$ cat src/include/npsc_pkg.sv
package npsc_pkg;
  // Sequencer states, two-bit encoding exposed to software
  typedef enum logic [1:0] {
    NPSC_RUN = 2'h0,
    NPSC_IDLE = 2'h1,
    NPSC_POWERDOWN_REQUEST_BIT = 2'h2,
    NPSC_INIT = 2'h3
  } npsc_state_t;

  // Configuration register zero bit positions
  localparam int unsigned CFG_IDLE_BIT = 5;
  localparam int unsigned CFG_POWERDOWN_REQUEST_BIT_BIT = 7;

  // Clock rate in MHz
  localparam int unsigned CLK_MHZ = 200;

  // Wake-up phase durations in microseconds
  localparam int unsigned T_SUPPLY_US = 100;
  localparam int unsigned T_OSC_US = 1150;
  localparam int unsigned T_INIT_US = 160;
  localparam int unsigned T_TOTAL_US = 1410;

  // Phase lengths in clock cycles
  localparam int unsigned SUPPLY_CYC = T_SUPPLY_US * CLK_MHZ;
  localparam int unsigned OSC_CYC = T_OSC_US * CLK_MHZ;
  localparam int unsigned INIT_CYC = T_INIT_US * CLK_MHZ;

  // Counter width for the phase timer
  localparam int unsigned CNT_W = 20;

  // Wake flag and resume flag vector widths
  localparam int unsigned WAKE_W = 8;
  localparam int unsigned RES_W = 5;

  // Wake flag bit for watchdog restart
  localparam int unsigned WF_WDOG_BIT = 7;
  // Wake flag bit for LF carrier detect
  localparam int unsigned WF_LFCD_BIT = 5;

  // Phase codes of the wake-up timer
  localparam logic [1:0] PH_SUPPLY = 2'h0;
  localparam logic [1:0] PH_OSC = 2'h1;
  localparam logic [1:0] PH_INIT = 2'h2;
endpackage

$ cat src/hw/npsc_power_seq.sv
`timescale 1ns/1ps
module npsc_power_seq #(
  parameter int unsigned SUPPLY_CYCLES = npsc_pkg::SUPPLY_CYC,
  parameter int unsigned OSC_CYCLES = npsc_pkg::OSC_CYC,
  parameter int unsigned INIT_CYCLES = npsc_pkg::INIT_CYC
) (
  input wire logic i_core_clk,
  input wire logic i_reset,
  input wire logic i_idle_set, // Software writes idle request bit
  input wire logic i_powerdown_request_bit_set, // Software writes power-down request bit
  input wire logic i_ram_retain, // Keep lower RAM powered in POWER DOWN
  input wire logic i_hf_osc_sw_en, // Software enable of HF oscillator
  input wire logic i_resume_src_active, // A resume-capable unit is active
  input wire logic [npsc_pkg::RES_W-1:0] i_resume_evt, // Resume event pulses
  input wire logic i_irq, // Interrupt request
  input wire logic i_reti, // Return from interrupt
  input wire logic i_watchdog_expiry, // Watchdog elapsed
  input wire logic [npsc_pkg::WAKE_W-2:0] i_wake_evt, // Internal wake sources
  input wire logic [npsc_pkg::WAKE_W-1:0] i_ext_wake_evt, // External pins
  input wire logic i_wake_flag_rd, // Read of wake flags clears them
  output logic [1:0] o_state,
  output logic [7:0] o_config_register_zero,
  output logic [npsc_pkg::RES_W-1:0] o_resume_flags,
  output logic [npsc_pkg::WAKE_W-1:0] o_wake_flag_register,
  output logic [npsc_pkg::WAKE_W-1:0] o_external_wake_flag_register,
  output logic o_cpu_clk_en,
  output logic o_periph_supply_en,
  output logic o_low_ram_supply_en,
  output logic o_up_ram_supply_en,
  output logic o_hf_osc_en,
  output logic o_brownout_en,
  output logic o_crc_lfsr_en,
  output logic o_sfr_reinit,
  output logic o_watchdog_reinit
);
  npsc_pkg::npsc_state_t st_reg, st_next;
  logic [1:0] ph_reg, ph_next; // Wake-up phase
  logic isr_reg, isr_next; // Interrupt service in progress from IDLE
  logic [7:0] cfg_reg, cfg_next;
  logic [npsc_pkg::RES_W-1:0] ref_reg, ref_next;
  logic [npsc_pkg::WAKE_W-1:0] wf_reg, wf_next, xwf_reg, xwf_next;
  logic cpu_reg, cpu_next, sup_reg, sup_next, lram_reg, lram_next;
  logic hf_reg, hf_next, bo_reg, bo_next, crc_reg, crc_next;
  logic sfr_reg, sfr_next, wdr_reg, wdr_next;
  logic cd_wake_reg, cd_wake_next; // Carrier-detect wake latched
  logic boot_reg, boot_next; // First cycle after reset, loads the init phase
  logic tload;
  logic [npsc_pkg::CNT_W-1:0] tcount;
  logic tdone;
  logic wake_any;

  assign wake_any = (|i_wake_evt) | (|i_ext_wake_evt);

  // Phase timer for the wake-up sequence
  npsc_phase_timer #(.W(npsc_pkg::CNT_W)) u_timer (
    .i_core_clk(i_core_clk),
    .i_reset(i_reset),
    .i_load(tload),
    .i_count(tcount),
    .o_done(tdone)
  );

  // Next state, flags and gating
  always_comb begin
    st_next = st_reg;
    ph_next = ph_reg;
    isr_next = isr_reg;
    cfg_next = cfg_reg;
    ref_next = ref_reg;
    wf_next = wf_reg;
    xwf_next = xwf_reg;
    cd_wake_next = cd_wake_reg;
    sfr_next = 1'b0;
    wdr_next = 1'b0;
    tload = 1'b0;
    tcount = npsc_pkg::CNT_W'(INIT_CYCLES);
    boot_next = 1'b0;
    // Reset leaves the timer empty; load the init phase once so INIT ends
    if (boot_reg) begin
      tload = 1'b1;
    end
    if (i_idle_set) begin
      cfg_next[npsc_pkg::CFG_IDLE_BIT] = 1'b1;
    end
    if (i_powerdown_request_bit_set) begin
      cfg_next[npsc_pkg::CFG_POWERDOWN_REQUEST_BIT_BIT] = 1'b1;
    end
    // Read clears flags; new events in the same cycle still set
    if (i_wake_flag_rd) begin
      wf_next = '0;
      xwf_next = '0;
    end
    if (st_reg != npsc_pkg::NPSC_POWERDOWN_REQUEST_BIT) begin
      wf_next[npsc_pkg::WAKE_W-2:0] = wf_next[npsc_pkg::WAKE_W-2:0] | i_wake_evt;
    end
    case (st_reg)
      // Running: watchdog first, then interrupt service, then power-down, then idle
      npsc_pkg::NPSC_RUN: begin
        if (i_watchdog_expiry) begin
          st_next = npsc_pkg::NPSC_INIT;
          wf_next[npsc_pkg::WF_WDOG_BIT] = 1'b1;
          sfr_next = 1'b1;
          ph_next = npsc_pkg::PH_INIT;
          tload = 1'b1;
          cfg_next = '0;
        end else if (isr_reg) begin
          // Service routine woken from IDLE; idle bit still set
          if (|i_resume_evt) begin
            ref_next = ref_reg | i_resume_evt;
            cfg_next[npsc_pkg::CFG_IDLE_BIT] = 1'b0;
            isr_next = 1'b0;
          end else if (i_reti) begin
            st_next = npsc_pkg::NPSC_IDLE;
            wdr_next = 1'b1;
            isr_next = 1'b0;
          end
        end else if (cfg_reg[npsc_pkg::CFG_POWERDOWN_REQUEST_BIT_BIT]) begin
          st_next = npsc_pkg::NPSC_POWERDOWN_REQUEST_BIT;
          wf_next = '0;
          xwf_next = '0;
          cfg_next[npsc_pkg::CFG_POWERDOWN_REQUEST_BIT_BIT] = 1'b0;
        end else if (cfg_reg[npsc_pkg::CFG_IDLE_BIT]) begin
          if (i_resume_src_active) begin
            st_next = npsc_pkg::NPSC_IDLE;
            wdr_next = 1'b1;
            isr_next = 1'b0;
          end else begin
            cfg_next[npsc_pkg::CFG_IDLE_BIT] = 1'b0;
          end
        end
      end
      // Idle: watchdog first, then resume, then interrupt handling
      npsc_pkg::NPSC_IDLE: begin
        if (i_watchdog_expiry) begin
          st_next = npsc_pkg::NPSC_INIT;
          wf_next[npsc_pkg::WF_WDOG_BIT] = 1'b1;
          sfr_next = 1'b1;
          ph_next = npsc_pkg::PH_INIT;
          tload = 1'b1;
          cfg_next = '0;
        end else if (|i_resume_evt) begin
          st_next = npsc_pkg::NPSC_RUN;
          ref_next = ref_reg | i_resume_evt;
          cfg_next[npsc_pkg::CFG_IDLE_BIT] = 1'b0;
          isr_next = 1'b0;
        end else if (i_irq) begin
          // Interrupt runs the CPU; return from it re-enters IDLE
          st_next = npsc_pkg::NPSC_RUN;
          isr_next = 1'b1;
        end
      end
      // Power down: wait for a wake-up event
      npsc_pkg::NPSC_POWERDOWN_REQUEST_BIT: begin
        if (wake_any) begin
          st_next = npsc_pkg::NPSC_INIT;
          wf_next[npsc_pkg::WAKE_W-2:0] = i_wake_evt;
          xwf_next = i_ext_wake_evt;
          cd_wake_next = i_wake_evt[npsc_pkg::WF_LFCD_BIT];
          wdr_next = 1'b1;
          sfr_next = 1'b1;
          ph_next = npsc_pkg::PH_SUPPLY;
          tload = 1'b1;
          tcount = npsc_pkg::CNT_W'(SUPPLY_CYCLES);
        end
      end
      // Init: walk the wake-up phases then run
      npsc_pkg::NPSC_INIT: begin
        if (tdone) begin
          case (ph_reg)
            npsc_pkg::PH_SUPPLY: begin
              ph_next = npsc_pkg::PH_OSC;
              tload = 1'b1;
              tcount = npsc_pkg::CNT_W'(OSC_CYCLES);
            end
            npsc_pkg::PH_OSC: begin
              ph_next = npsc_pkg::PH_INIT;
              tload = 1'b1;
              tcount = npsc_pkg::CNT_W'(INIT_CYCLES);
            end
            default: begin
              st_next = npsc_pkg::NPSC_RUN;
              cd_wake_next = 1'b0;
            end
          endcase
        end
      end
      default: begin
        st_next = npsc_pkg::NPSC_INIT;
      end
    endcase
    // Block gating derived from the next state
    cpu_next = (st_next == npsc_pkg::NPSC_RUN) ||
               (st_next == npsc_pkg::NPSC_IDLE && isr_next);
    sup_next = (st_next != npsc_pkg::NPSC_POWERDOWN_REQUEST_BIT);
    lram_next = sup_next || i_ram_retain;
    bo_next = sup_next;
    crc_next = (st_next == npsc_pkg::NPSC_RUN);
    hf_next = (sup_next && i_hf_osc_sw_en) || cd_wake_next;
  end

  // State registers; power-on reset lands in INIT
  always_ff @(posedge i_core_clk or posedge i_reset) begin
    if (i_reset) begin
      st_reg <= npsc_pkg::NPSC_INIT;
      ph_reg <= npsc_pkg::PH_INIT;
      boot_reg <= 1'b1;
      isr_reg <= 1'b0;
      cfg_reg <= 8'h00;
      ref_reg <= '0;
      wf_reg <= '0;
      xwf_reg <= '0;
      cd_wake_reg <= 1'b0;
      cpu_reg <= 1'b0;
      sup_reg <= 1'b1;
      lram_reg <= 1'b1;
      hf_reg <= 1'b0;
      bo_reg <= 1'b1;
      crc_reg <= 1'b0;
      sfr_reg <= 1'b0;
      wdr_reg <= 1'b0;
    end else begin
      st_reg <= st_next;
      ph_reg <= ph_next;
      boot_reg <= boot_next;
      isr_reg <= isr_next;
      cfg_reg <= cfg_next;
      ref_reg <= ref_next;
      wf_reg <= wf_next;
      xwf_reg <= xwf_next;
      cd_wake_reg <= cd_wake_next;
      cpu_reg <= cpu_next;
      sup_reg <= sup_next;
      lram_reg <= lram_next;
      hf_reg <= hf_next;
      bo_reg <= bo_next;
      crc_reg <= crc_next;
      sfr_reg <= sfr_next;
      wdr_reg <= wdr_next;
    end
  end

  // Outputs straight from flip-flops
  assign o_state = st_reg;
  assign o_config_register_zero = cfg_reg;
  assign o_resume_flags = ref_reg;
  assign o_wake_flag_register = wf_reg;
  assign o_external_wake_flag_register = xwf_reg;
  assign o_cpu_clk_en = cpu_reg;
  assign o_periph_supply_en = sup_reg;
  assign o_low_ram_supply_en = lram_reg;
  assign o_up_ram_supply_en = sup_reg;
  assign o_hf_osc_en = hf_reg;
  assign o_brownout_en = bo_reg;
  assign o_crc_lfsr_en = crc_reg;
  assign o_sfr_reinit = sfr_reg;
  assign o_watchdog_reinit = wdr_reg;

  // Assertions
  AST_POWERDOWN_REQUEST_BIT_ONLY_BY_SW: assert property (@(posedge i_core_clk) disable iff (i_reset)
    (st_reg != npsc_pkg::NPSC_POWERDOWN_REQUEST_BIT) ##1 (st_reg == npsc_pkg::NPSC_POWERDOWN_REQUEST_BIT)
      |-> $past(cfg_reg[npsc_pkg::CFG_POWERDOWN_REQUEST_BIT_BIT]))
    else $error("power down without request");
  AST_IDLE_REFUSED: assert property (@(posedge i_core_clk) disable iff (i_reset)
    (st_reg == npsc_pkg::NPSC_RUN && cfg_reg[npsc_pkg::CFG_IDLE_BIT] && !isr_reg &&
     !cfg_reg[npsc_pkg::CFG_POWERDOWN_REQUEST_BIT_BIT] && !i_watchdog_expiry && !i_resume_src_active)
      |=> (st_reg == npsc_pkg::NPSC_RUN && !cfg_reg[npsc_pkg::CFG_IDLE_BIT]))
    else $error("idle entered without resume source");
  AST_IDLE_CPU_OFF: assert property (@(posedge i_core_clk) disable iff (i_reset)
    (st_reg == npsc_pkg::NPSC_IDLE && !isr_reg) |-> !o_cpu_clk_en)
    else $error("cpu clock running in idle");
  AST_RESUME: assert property (@(posedge i_core_clk) disable iff (i_reset)
    (st_reg == npsc_pkg::NPSC_IDLE && !i_watchdog_expiry && |i_resume_evt)
      |=> (st_reg == npsc_pkg::NPSC_RUN && !cfg_reg[npsc_pkg::CFG_IDLE_BIT]))
    else $error("resume not taken");
  AST_WDOG: assert property (@(posedge i_core_clk) disable iff (i_reset)
    ((st_reg == npsc_pkg::NPSC_RUN || st_reg == npsc_pkg::NPSC_IDLE) && i_watchdog_expiry)
      |=> (st_reg == npsc_pkg::NPSC_INIT && wf_reg[npsc_pkg::WF_WDOG_BIT] && o_sfr_reinit))
    else $error("watchdog restart missing");
  AST_WAKE: assert property (@(posedge i_core_clk) disable iff (i_reset)
    (st_reg == npsc_pkg::NPSC_POWERDOWN_REQUEST_BIT && (|i_ext_wake_evt))
      |=> (st_reg == npsc_pkg::NPSC_INIT && o_watchdog_reinit && (|xwf_reg)))
    else $error("wake-up not taken");
  AST_POWERDOWN_REQUEST_BIT_CLEAR: assert property (@(posedge i_core_clk) disable iff (i_reset)
    $rose(st_reg == npsc_pkg::NPSC_POWERDOWN_REQUEST_BIT) |-> (wf_reg == '0 && xwf_reg == '0))
    else $error("wake flags not cleared");
  AST_POWERDOWN_REQUEST_BIT_SUPPLY: assert property (@(posedge i_core_clk) disable iff (i_reset)
    (st_reg == npsc_pkg::NPSC_POWERDOWN_REQUEST_BIT) |-> (!o_periph_supply_en && !o_brownout_en &&
      !o_cpu_clk_en && o_low_ram_supply_en == $past(i_ram_retain)))
    else $error("supply left on in power down");
  AST_INIT_EXIT: assert property (@(posedge i_core_clk) disable iff (i_reset)
    (st_reg == npsc_pkg::NPSC_INIT && ph_reg == npsc_pkg::PH_INIT && tdone)
      |=> (st_reg == npsc_pkg::NPSC_RUN))
    else $error("init did not exit to run");
  COV_IDLE: cover property (@(posedge i_core_clk) disable iff (i_reset)
    st_reg == npsc_pkg::NPSC_IDLE ##1 st_reg == npsc_pkg::NPSC_RUN);
  COV_WAKE: cover property (@(posedge i_core_clk) disable iff (i_reset)
    st_reg == npsc_pkg::NPSC_POWERDOWN_REQUEST_BIT ##1 st_reg == npsc_pkg::NPSC_INIT);
  COV_ISR: cover property (@(posedge i_core_clk) disable iff (i_reset)
    isr_reg ##1 !isr_reg && st_reg == npsc_pkg::NPSC_IDLE);
endmodule

$ cat src/hw/npsc_phase_timer.sv
`timescale 1ns/1ps
// Down counter that times one phase of the wake-up sequence
module npsc_phase_timer #(
  parameter int unsigned W = 20
) (
  input wire logic i_core_clk,
  input wire logic i_reset,
  input wire logic i_load,
  input wire logic [W-1:0] i_count,
  output logic o_done
);
  logic [W-1:0] cnt_reg;
  logic [W-1:0] cnt_next;
  logic done_reg;
  logic done_next;

  // Next count: load, or decrement to zero
  always_comb begin
    cnt_next = cnt_reg;
    done_next = 1'b0;
    if (i_load) begin
      cnt_next = i_count;
    end else if (cnt_reg != '0) begin
      cnt_next = cnt_reg - W'(1);
      done_next = (cnt_reg == W'(1));
    end
  end

  // Counter registers
  always_ff @(posedge i_core_clk or posedge i_reset) begin
    if (i_reset) begin
      cnt_reg <= '0;
      done_reg <= 1'b0;
    end else begin
      cnt_reg <= cnt_next;
      done_reg <= done_next;
    end
  end

  assign o_done = done_reg;
endmodule

$ cat config.mk
export PLATFORM = sky130hd
export DESIGN_NAME = npsc_power_seq
export DESIGN_NICKNAME = d
export VERILOG_FILES = /design/src/include/npsc_pkg.sv /design/src/hw/npsc_power_seq.sv /design/src/hw/npsc_phase_timer.sv
export SDC_FILE = /design/constraint.sdc
export NUM_CORES = 1
export LEC_CHECK = 0
export BUFFER_PORTS_ARGS = -buffer_cell sky130_fd_sc_hd__buf_2
export CORE_MARGIN = 2
export CORE_UTILIZATION = 31
export CTS_CLUSTER_DIAMETER = 40
export CTS_CLUSTER_SIZE = 24
export DETAILED_ROUTE_END_ITERATION = 10
export SYNTH_ARGS = -nofsm -noshare
export SYNTH_HDL_FRONTEND = slang
export SYNTH_SLANG_ARGS = --single-unit
$ cat constraint.sdc
create_clock -name i_core_clk -period 3.2 [get_ports i_core_clk]
set_clock_uncertainty 0.05 [all_clocks]
set_input_delay 0.64 -clock i_core_clk [delete_from_list [all_inputs] [get_ports i_core_clk]]
set_output_delay 0.64 -clock i_core_clk [all_outputs]
set_load 0.005 [all_outputs]
==> results summary, run 1 <==
The post-detailed-placement half-perimeter wirelength is 4589 um. The sequential fraction of the synthesis area came out at 0.5560. The sequential cell area in the final layout is 0.001584 mm2. The tree is rooted in a sky130_fd_sc_hd__clkbuf_8.

The hold-fix buffer count after cts is 0. The worst slew margin relative to its limit came out at 0.4280. In this run the most critical hold path is launched from o_resume_flags[0]. The startpoint identified for the worst register-to-register timing path is u_timer.cnt_reg[4]. Including well taps, the total number of placed cells is 433. The last weighted congestion value of the routability-driven placer is 0.7629.

The number of antenna diodes in the final layout is 0. The worst hold path terminates at o_resume_flags[0]. Dividing the final minimum period by the clock period gives 0.7796.

The share of synthesized registers carrying an async set or reset is 1.000. The core footprint came out at 0.008806 mm2. The number of iterations in the first detailed-routing pass is 4.

The count of cells along the worst register-to-register path came out at 5. The final instance count without filler cells came out at between 400 and 500. The final routed wire length divided by cell count came out at 14.41 um. The number of instances resized during post-cts repair is 0.

For this run, the total global-route usage over all layers was measured as 0.1348. The TritonCTS clock tree is done. The final cell area excluding filler cells is 0.003505 mm2. For this design, the sink count on the clock tree is 63. The number of pins with negative max-slew slack in the final report came out at 0. Of all nets on the critical path, the largest fanout is 13.

The floorplan row count came out at 34. The ratio of total power to cell area came out at approximately 560 mW/mm2. The post-synthesis cell type count is 45. The mean number of vias per cell is 4.953. The die covers approximately 0.010 mm2. The multi-input combinational cells in the finished layout cover a total of 0.001180 mm2. The post-layout worst setup margin came out at 0.7054 ns. Pin placement for this block handled 71 I/O pins. The leading register cell type out of synthesis is sky130_fd_sc_hd__dfrtp_1. The die height came out at 99.87 um.

The area of the mapped netlist is 0.002849 mm2. The number of DRC violations after detailed routing came out at 0. Clock-pin slew was measured on the worst setup and hold paths at around 0.07 ns.

The pre-CTS worst setup slack is 0.6302 ns. The class of the most critical setup path is reg -> reg. The number of hold-slack violations in the final timing report is 0. Clock latency on the worst-skew pair, taken at its later pin, is 0.34 ns.

The leading cell type in the layout, fill and taps excluded is sky130_fd_sc_hd__buf_2. The wire length of the first global-routing pass is 10720 um. The area added between synthesis and finish is 23.01%. The number of nets with antenna violations after detailed routing came out at 0.

The critical path data required time came out at about 3.3 ns. The flow ran to the end, and the final reports show no timing, DRC or antenna violations. The layout has 847 filler cells. The layout net count came out at 370.

Setup repair after global routing left no endpoint under its margin. The clock tree buffer depth came out at 2. The worst register-to-register path ends at u_timer.cnt_reg[13]. The clock tree synthesis step divided the H-tree into 3 levels. Based on the critical path, the design can be clocked at up to ~400 MHz. For this run the aggregate overflow at the end of global routing stands at 0. STA classifies the critical path startpoint as a flop. The placed instances occupy a cell area of 0.003282 mm2. The path class of the tightest hold or removal check is reg -> reg. The violation count after the first detailed-route iteration came out at 105. Summing internal, switching and leakage power gives 0.001978 W. The number of flip-flops in the largest register is 20. STA classifies the critical path endpoint as a flop. The leakage power came out at between 1.5 and 2 nW. In this run, CTS created clock tree buffers numbering 9. The initial utilization of the core area, before any placement, comes to 0.3235.

The number of global-route vias before repair is 2173. The initial antenna violation count was 0. The average size of a mapped cell is 10.79 um2. The worst hold path stage count is 1.

Synthesis produced a netlist whose cell count is 264. In the final timing run, aggregate negative setup slack is 0 ns. The shortest clock period the worst path allows after layout is 2.495 ns. In this run the horizontal extent of the chip is 99.87 um.

Entering global routing, the biggest net connects 64 pins. Counting flops with a built-in enable in the synthesized netlist gives 0. The total wire length after detailed routing came out at 6472 um.

The setup slack of the most critical reg-to-reg path came out at 0.71 ns. Setup violations remaining at the end of the flow were counted as 0. The worst supply voltage drop on vdd came out at around 0.00026 V. Max-cap violations in this run came to 0. Counting flops and latches in the post-synthesis netlist gives 63. In the final layout, the share of cells above drive strength 1 is 0.2903. The number of buffers added for setup after CTS is 0.

The number of port buffers came out at around 70. The transition time of the tightest slew-check pin came out at roughly 0.85 ns. For this block, the via count after detailed routing is 2224. Data arrives at the worst endpoint at 2.64 ns. The Yosys step of the flow raised 0 warnings.

The library cells used most frequently in the layout, excluding fill and tap cells, are sky130_fd_sc_hd__buf_2, sky130_fd_sc_hd__dfrtp_1, sky130_fd_sc_hd__nor2_1.
-- layer usage --
metal | wire length [um] | global-route usage | vias up | share of wire
met5 | 0 | 0 | - | 0
met4 | 25 | 0.05374 | 0 | 0.0039
met3 | 343 | 0.03830 | 4 | 0.053
met2 | 3059 | 0.2074 | 64 | 0.47
met1 | 3043 | 0.1805 | 1078 | 0.47
li1 | - | - | 1078 | -
-- where the power goes --
group / leakage (nW) / internal [W] / switching (W) / total [W]
clock: 0.110 / 0.000460 / 0.000315 / 0.000776
sequential: 0.789 / 0.000861 / 0.0000518 / 0.000913
combinational: 0.769 / 0.000131 / 0.000159 / 0.000289
-- cells by family after synthesis --
| family | synth area share |
|---|---|
| compound gates | 0.1594 |
| xor+xnor | 0.05534 |
| fa+ha+maj | 0.01318 |
| buf+inv | 0.03118 |
| flops | 0.5560 |
| other cells | 0.001316 |
| simple gates | 0.1836 |
-- stage by stage --
stage,hold WS [ns],util
2_1_floorplan,0.4010,-
3_3_place_gp,0.3844,0.3727
3_5_place_dp,0.3914,0.3727
4_1_cts,0.4085,0.3980
5_1_grt,0.4184,0.3980
6_report,0.4025,0.3980
-- worst max-delay path: stages (launching register included) --
cell	delay, ns
sky130_fd_sc_hd__dfrtp_1	0.42
sky130_fd_sc_hd__or4_1	0.64
sky130_fd_sc_hd__or4_4	0.57
sky130_fd_sc_hd__or2_0	0.36
sky130_fd_sc_hd__nand2b_4	0.21
sky130_fd_sc_hd__o21ai_1	0.09
-- cells in the mapped netlist, drive strengths merged, types with 2 or more instances --
library cell | n | area (um2)
nand3b | 5 | 37.54
nor4 | 6 | 37.54
dfrtp | 57 | 1426
a21o | 7 | 52.55
a31oi | 2 | 12.51
clkbuf | 5 | 18.77
o22a | 2 | 17.52
nor2 | 26 | 97.59
inv | 4 | 15.01
and2 | 6 | 37.54
dfstp | 6 | 157.7
nor3b | 3 | 22.52
a22o | 16 | 140.1
xnor2 | 10 | 87.58
or4 | 5 | 41.29
a2bb2oi | 2 | 17.52
nand2 | 17 | 63.81
or3 | 2 | 12.51
xor2 | 8 | 70.07
nor2b | 4 | 25.02
a21oi | 8 | 40.04
buf | 7 | 55.05
ha | 3 | 37.54
nand4 | 3 | 18.77
nor3 | 8 | 40.04
a211oi | 2 | 15.01
o21ai | 20 | 100.1
or2 | 3 | 18.77
nand2b | 7 | 51.30
-- how the worst max path moves through the flow --
stage                            start                  end  cells past startpoint  slack [ns]
global route                o_state[1]  u_timer.cnt_reg[13]                      5        0.52
floorplan           u_timer.cnt_reg[4]  u_timer.cnt_reg[12]                      9        0.78
finish              u_timer.cnt_reg[4]  u_timer.cnt_reg[13]                      5        0.71
detailed placement       i_wake_evt[5]  u_timer.cnt_reg[16]                      6        0.63
global placement         i_wake_evt[5]  u_timer.cnt_reg[17]                      6        0.69
CTS                 u_timer.cnt_reg[4]  u_timer.cnt_reg[16]                      5        0.71
-- area by class of cell --
| type | instances | area share |
|---|---|---|
| sequential | 63 | 0.4520 |
| multi-input combinational | 186 | 0.3367 |
| timing repair buffer | 72 | 0.1050 |
| clock buffer | 11 | 0.04034 |
| tap | 108 | 0.03856 |
| clock inverter | 5 | 0.02321 |
| inverter | 4 | 0.004284 |
Power figures use the tool's default switching activity.
==> run 2: changes to the inputs <==
- ABC_AREA: not set -> 1
- clock period: 3.2 -> 2.46 ns (I/O delays scaled with it)
==> run 2 against run 1 <==
- die area rose by 15%
- sequential power rose by 91%
- first-iteration DRC count rose by 85%
- via count rose by 25%
- register-to-register slack got worse by 0.12 ns
- critical path type unchanged
- critical endpoint is now u_timer.cnt_reg[1]
==> results summary, run 2 <==
In this run the worst setup path begins at o_state[1]. Ranked by total cell area, the synthesized netlist is headed by sky130_fd_sc_hd__dfrtp_1, sky130_fd_sc_hd__nand2_1, sky130_fd_sc_hd__nor2_1. The share of the synthesized area in compound gates (AO/OA/AOI/OAI) was 0.08444 (-0.07498). The critical path data required time came out at 2.67 ns (-0.67 ns).

The count of inserted antenna diode cells was 0 (unchanged). The maximum net fanout on the critical path was 11 (-2). The synthesized flop and latch total came out at 63 (unchanged).

The number of vias in the routed layout is 2788 (+25%). The kind of start point of the critical path is a flop. The post-synthesis xor/xnor area fraction came out at 0.02929 (-0.02605). The post-synthesis cell type count is 41 (-8.9%). The number of pins with negative max-slew slack in the final report is 0 (unchanged). The ratio of total power to cell area came out at 1145 mW/mm2 (+100%). The area growth from synthesis to layout is 20.31%.

The number of flip-flops in the largest register came to 20 (unchanged). Sorting the synthesized cells by how often they occur yields sky130_fd_sc_hd__nand2_1, sky130_fd_sc_hd__dfrtp_1, sky130_fd_sc_hd__nor2_1. The floorplan row count is 37 (+8.8%). The shortest clock period the worst path allows after layout came out at 1.876 ns (-0.6185 ns). The horizontal die dimension is 107.0 um (+7.2%). The largest total area in the synthesized netlist belongs to sky130_fd_sc_hd__dfrtp_1. The worst supply voltage drop on vdd is 0.0003634 V (+41%). The total clock buffers created by CTS is 9 (unchanged). TritonCTS built the clock tree. The total die area came out at 0.01145 mm2 (+15%).

The upper clock frequency limit is 533.0 MHz (+33%). The initial antenna violation count came out at 0 (unchanged). The sequential share of power came out at 0.383 (-0.079). The path class of the tightest hold or removal check is in -> async. The leakage power is 2.010 nW (+21%).

The cell-internal power was 0.002630 W (+81%). The final setup TNS was 0 ns (unchanged). The final routed wire length divided by cell count is 12.14 um (-16%). The area of the mapped netlist is 0.003289 mm2 (+15%).

The worst-skew pair later-pin latency came out at 0.34 ns (about the same). The fraction of layout instances using a drive strength above 1 is 0.2573 (-0.03300). The number of port buffers is 69 (unchanged). The clock tree buffer depth is 2 (unchanged).

The number of levels the H-tree was split into was 3 (unchanged). The clock root buffer is sky130_fd_sc_hd__clkbuf_8. The arithmetic-cell share of the synthesized area counting full adders, half adders and majority gates is 0.01141 (-0.001764). The post-detailed-placement half-perimeter wirelength is 5471 um (+19%). The combinational group share of total power is 0.431 (+0.285). Setup repair after global routing left no endpoint under its margin. The total routing usage reported by global routing is 0.1406 (+0.005780). The core footprint came out at 0.01032 mm2 (+17%). The number of buffers added for setup after CTS is 0 (unchanged). The mean number of vias per cell is 4.541 (-8.3%). The Yosys warning count came out at 0 (unchanged).

The maximum number of pins on one net before global-route repair came to 64 (unchanged). The data arrival at the endpoint of the critical path was 2.09 ns (-0.55 ns). The total I/O pin count was 71 (unchanged).

The starting utilization of the core area came out at 0.3186 (-0.004901). The number of nets with antenna violations after detailed routing is 0 (unchanged). The utilization of the core after routing came out at 0.3833 (-0.01464). The worst setup path is of the reg -> reg kind.

The launch point of the worst reg-to-reg path is o_state[1]. The setup slack of the most critical reg-to-reg path is 0.58 ns (-0.12 ns). The transition time of the tightest slew-check pin came out at 0.4997 ns (-0.3550 ns). The average size of a mapped cell was 8.265 um2 (-23%). The number of enable flip-flop cells after synthesis is 0 (unchanged).

The last weighted congestion value of the routability-driven placer came out at 0.8867 (+16%). The leading cell type in the layout, fill and taps excluded is sky130_fd_sc_hd__nand2_1. The total congestion overflow after global routing is 0 (unchanged).

The cell count after synthesis is 398 (+51%). The number of DRC violations after detailed routing was 0 (unchanged). The number of instances resized during post-cts repair is 0 (unchanged). The fraction of synthesized area in multiplexers is 0 (unchanged). The number of global-route vias before repair was 2683 (+23%). The final critical-path share of the clock period was 0.7627 (-0.01692).

The number of max-capacitance violations reported was 0 (unchanged). The sequential fraction of the synthesis area was 0.4816 (-0.07444). The run finished with clean final reports.

The clock sink total came to 63 (unchanged). By area, the combinational part of the netlist is dominated by simple AND/OR/NAND/NOR gates. The total wire length after detailed routing came out at 7454 um (+15%). The fill cell total of the finished layout came out at 1055 (+25%). The share of synthesized registers carrying an async set or reset came out at 1.000 (unchanged). In the layout the commonest cells are sky130_fd_sc_hd__nand2_1, sky130_fd_sc_hd__buf_2, sky130_fd_sc_hd__dfrtp_1. The hold-fix buffer count after cts is 0 (unchanged). The net switching power came out at 0.001900 W (+260%).

STA classifies the critical path endpoint as a flop. The die height came out at 107.0 um (+7.2%). The final setup violation count came out at 0 (unchanged). The violation count after the first detailed-route iteration was 194 (+85%). The count of cells along the worst register-to-register path came out at 8 (+3). The worst slew margin relative to its limit is 0.6665 (+0.2385). Among all cell types in the netlist, the one instantiated most often is sky130_fd_sc_hd__nand2_1. The part of the total power dissipated in the clock network came out at 0.186 (-0.206). The number of iterations in the first detailed-routing pass is 4 (unchanged). The switching fraction of total power came out at 0.4195 (+0.1536). The clock-pin slew on the worst setup and hold paths is 0.07 ns (about the same). The wire length of the first global-routing pass is 12660 um (+18%). The worst register-to-register path ends at u_timer.cnt_reg[1]. The top cell type's share of synthesized area is 0.4336 (-0.06703). The number of hold-slack violations in the final timing report came out at 0 (unchanged). The layout net count is 507 (+37%). The fraction of the mapped netlist area in simple logic gates was 0.3169 (+0.1333). The leading register cell type out of synthesis is sky130_fd_sc_hd__dfrtp_1.
[run 2: changes by cell type after synthesis, moves of 6 or more]
| cell | change |
|---|---|
| sky130_fd_sc_hd__a22o_1 | -15 |
| sky130_fd_sc_hd__and2_1 | -6 |
| sky130_fd_sc_hd__inv_1 | +43 |
| sky130_fd_sc_hd__nand2_1 | +83 |
| sky130_fd_sc_hd__nand2b_1 | -6 |
| sky130_fd_sc_hd__nand3_1 | +32 |
| sky130_fd_sc_hd__nor2_1 | +30 |
| sky130_fd_sc_hd__nor2_2 | +7 |
| sky130_fd_sc_hd__nor4_1 | -6 |
| sky130_fd_sc_hd__o21ai_1 | -9 |
[run 2: kinds of logic after synthesis]
group,after synthesis
buffers and inverters,56
DFF,63
other,1
xor gates and xnor gates,11
and+or+nand+nor,223
adders and majority gates,3
AOI/OAI and AO/OA,41
[run 2: per-layer routing]
layer	global-route usage	routed length [um]
met1	0.1825	3521
met2	0.2184	3323
met3	0.04498	448
met4	0.05380	161
met5	0	0
[run 2: how the worst max path moves through the flow]
stage	end	slack, ns	cells past startpoint
final	u_timer.cnt_reg[1]	0.58	8
after floorplan	cd_wake_reg	0.36	1
after detailed placement	u_timer.cnt_reg[12]	0.54	9
after CTS	u_timer.cnt_reg[1]	0.55	8
after global placement	u_timer.cnt_reg[1]	0.56	10
after global routing	u_timer.cnt_reg[1]	0.37	8
[run 2: final cells by class]
type / count / area [um2] / share of cell area
sequential: 63 / 1584 / 0.4003
multi-input combinational: 280 / 1461 / 0.3693
timing repair buffer: 71 / 372.9 / 0.09421
inverter: 48 / 182.7 / 0.04616
tap: 136 / 170.2 / 0.04300
clock buffer: 13 / 168.9 / 0.04268
clock inverter: 3 / 17.52 / 0.004426
[run 2: power groups by stage]
stage | registers, W | clock network (W) | logic, W
final | 0.00174 | 0.000843 | 0.00195
after global routing | 0.00179 | 0.000925 | 0.00223
after CTS | 0.00174 | 0.000881 | 0.00196
after detailed placement | 0.00175 | 0 | 0.00196
after global placement | 0.00175 | 0 | 0.00194
after floorplan | 0.00169 | 0 | 0.00145
[run 2: critical path, cell delays in order, from the launching register on]
cell and delay (ns):
sky130_fd_sc_hd__dfstp_2 0.68, sky130_fd_sc_hd__inv_4 0.10, sky130_fd_sc_hd__nor2_8 0.13, sky130_fd_sc_hd__nand3_4 0.12, sky130_fd_sc_hd__nand2_4 0.14, sky130_fd_sc_hd__nand2_4 0.14
sky130_fd_sc_hd__nor2_4 0.26, sky130_fd_sc_hd__nand2_1 0.08, sky130_fd_sc_hd__o21ai_1 0.09
[run 2: through the flow]
stage	instances	power (W)	worst slack, ns	hold WS [ns]	cell area, um2
detailed placement	598	0.003715	0.5382	0.3973	3771
finish	614	0.004530	0.5839	0.1589	3958
global placement	598	0.003691	0.5598	0.3883	3771
CTS	614	0.004584	0.5520	0.1607	3958
floorplan	399	0.003135	0.3582	0.4010	3293
global route	614	0.004945	0.3734	0.1789	3958
==> run 3: changes to the inputs <==
- clock period: 2.46 -> 1.9 ns (I/O delays scaled with it)
==> run 3 against run 2 <==
- non-clock buffer count rose by 6
- first-iteration DRC count grew 22%
- combinational power is 36% higher
- clock-buffer cell count is the same
- fmax grew 8.8%
- critical endpoint is now u_timer.cnt_reg[16]
- largest power group unchanged
- highest routed layer unchanged
==> results summary, run 3 (synthesis gave the netlist of run 2 again) <==
The run finished with clean final reports. The total wire length after detailed routing was 7467 um (+0.17%). The number of pins with negative max-slew slack in the final report is 0 (unchanged). The number of hold-slack violations in the final timing report is 0 (unchanged).

The count of inserted antenna diode cells came out at 0 (unchanged). The final instance count without filler cells came out at 620 (+0.98%). The total routing usage reported by global routing came to 0.1408 (+0.0001473).

The number of iterations in the first detailed-routing pass is 4 (unchanged). The last weighted congestion value of the routability-driven placer is 0.8132 (-8.3%). The total clock buffers created by CTS is 9 (unchanged). The class of the most critical setup path is reg -> reg.

The final cell area excluding filler cells was 0.004003 mm2 (+1.1%). The final critical-path share of the clock period is 0.9077 (+0.1451). Leaving out fill and tap cells, the most frequent cell in the layout is sky130_fd_sc_hd__nand2_1. The total I/O pin count is 71 (unchanged). The worst setup path is launched from a flop. The horizontal die dimension came out at 107.0 um (unchanged). The shortest clock period the worst path allows after layout is 1.725 ns (-0.1515 ns). The final routed wire length divided by cell count is 12.04 um (-0.80%).

The fraction of layout instances using a drive strength above 1 is 0.2665 (+0.009207). The maximum number of pins on one net before global-route repair is 64 (unchanged). The fill cell total of the finished layout came out at 1059 (+0.38%).

The violation count after the first detailed-route iteration came out at 236 (+22%). The die height is 107.0 um (unchanged). The upper clock frequency limit is 579.8 MHz (+8.8%). STA classifies the critical path endpoint as a flop. The mean number of vias per cell came out at 4.545 (about the same). The final setup TNS came out at 0 ns (unchanged). The final setup violation count came to 0 (unchanged). The ratio of total power to cell area came out at 1486 mW/mm2 (+30%). The maximum net fanout on the critical path came out at 5 (-6). The count of placed standard cells including taps is 604 (+1.0%).

The total congestion overflow after global routing was 0 (unchanged). TritonCTS built the clock tree. The number of vias in the routed layout came out at 2818 (+1.1%).

The number of buffers added for setup after CTS is 0 (unchanged). The worst-skew pair later-pin latency was 0.35 ns (about the same). Tracing the worst setup path back leads to its startpoint at u_timer.cnt_reg[0]. The number of DRC violations after detailed routing is 0 (unchanged). The starting utilization of the core area was 0.3186 (unchanged). The post-detailed-placement half-perimeter wirelength is 5645 um (+3.2%). The initial antenna violation count came out at 0 (unchanged). The number of nets with antenna violations after detailed routing is 0 (unchanged). The clock tree buffer depth is 2 (unchanged). The min-delay analysis places its worst path in the category in -> async. The core footprint came to 0.01032 mm2 (unchanged). The number of port buffers came out at 69 (unchanged).

The wire length of the first global-routing pass came out at 12720 um (+0.49%). The launch point of the worst reg-to-reg path is u_timer.cnt_reg[0]. From synthesis to final layout, the design area changed by 21.68%. The clock sink total is 63 (unchanged). The number of global-route vias before repair came out at 2790 (+4.0%). The data arrival at the endpoint of the critical path came to 1.93 ns (-0.16 ns). The layout net count came out at 513 (+1.2%). The area of placed instances is 0.003820 mm2 (+1.3%).

The number of max-capacitance violations reported came to 0 (unchanged). The count of cells along the worst register-to-register path is 8 (unchanged). In this run the clock root is driven by a sky130_fd_sc_hd__clkbuf_8. Setup repair after global routing left no endpoint under its margin. The total die area is 0.01145 mm2 (unchanged). The worst supply voltage drop on vdd is 0.0004265 V (+17%). The leakage power is 2.034 nW (+1.2%). The clock-pin slew on the worst setup and hold paths was 0.07 ns (about the same). The number of flip-flops in the largest register is 20 (unchanged). The number of levels the H-tree was split into came out at 3 (unchanged). In the layout the commonest cells are sky130_fd_sc_hd__nand2_1, sky130_fd_sc_hd__buf_2, sky130_fd_sc_hd__dfrtp_1. The floorplan row count is 37 (unchanged). The critical path data required time is 2.10 ns (-0.57 ns).
==> run 3: cell types whose count changed in the layout (fill, tap and decap cells not counted), sizes merged <==
cell | before | now
buf | 71 | 77
clkinv | 2 | 3
inv | 48 | 47
==> run 3: layout make-up <==
class	instances	area (um2)	share of cell area
clock inverters	3	18.77	0.004689
inverters	48	186.4	0.04658
repair buffers	77	417.9	0.1044
well taps	136	170.2	0.04251
flip-flops and latches	63	1584	0.3957
clock buffers	13	158.9	0.03970
multi-input cells	280	1466	0.3664
==> run 3: stage by stage <==
stage / total power (W) / worst slack [ns] / util / hold slack (ns)
after floorplan: 0.004060 / 0.3039 / - / 0.4010
after global placement: 0.004879 / 0.1550 / 0.3700 / 0.3853
after detailed placement: 0.004906 / 0.1339 / 0.3700 / 0.3932
after CTS: 0.005992 / 0.1642 / 0.3872 / 0.06510
after global routing: 0.006477 / 0.01686 / 0.3877 / 0.08746
final: 0.005946 / 0.1753 / 0.3877 / 0.04820
==> run 3: timing repair <==
item | in CTS | in global routing
setup endpoints to repair | 0 | 1
gates resized for setup | 0 | 1
hold buffers | 0 | 0
==> run 3: path summary, 6_finish.rpt <==
check                                       to  slack (ns)
max                        u_timer.cnt_reg[16]        0.18
min                          o_resume_flags[1]        0.05
max reg2reg                u_timer.cnt_reg[16]        0.18
min reg2reg                  o_resume_flags[4]        0.41
max in group asynchronous             boot_reg        1.42
min in group i_core_clk    o_low_ram_supply_en        0.17
==> run 3: power breakdown <==
part	internal [W]	switching (W)
Clock	0.000544	0.000518
Sequential	0.00186	0.000362
Combinational	0.00105	0.00161
==> run 3: per-layer routing <==
| layer | part of all wire | track usage |
|---|---|---|
| met5 | 0 | 0 |
| met4 | 0.012 | 0.05195 |
| met3 | 0.060 | 0.04255 |
| met2 | 0.45 | 0.2302 |
| met1 | 0.47 | 0.1753 |
==> run 3: critical path, stage by stage, from the launching register on <==
cell	delay (ns)
sky130_fd_sc_hd__dfrtp_1	0.39
sky130_fd_sc_hd__inv_1	0.12
sky130_fd_sc_hd__ha_1	0.30
sky130_fd_sc_hd__nand2_1	0.13
sky130_fd_sc_hd__nor2_1	0.20
sky130_fd_sc_hd__nand2_1	0.09
sky130_fd_sc_hd__xnor2_1	0.14
sky130_fd_sc_hd__nand2_1	0.07
sky130_fd_sc_hd__a21oi_1	0.16
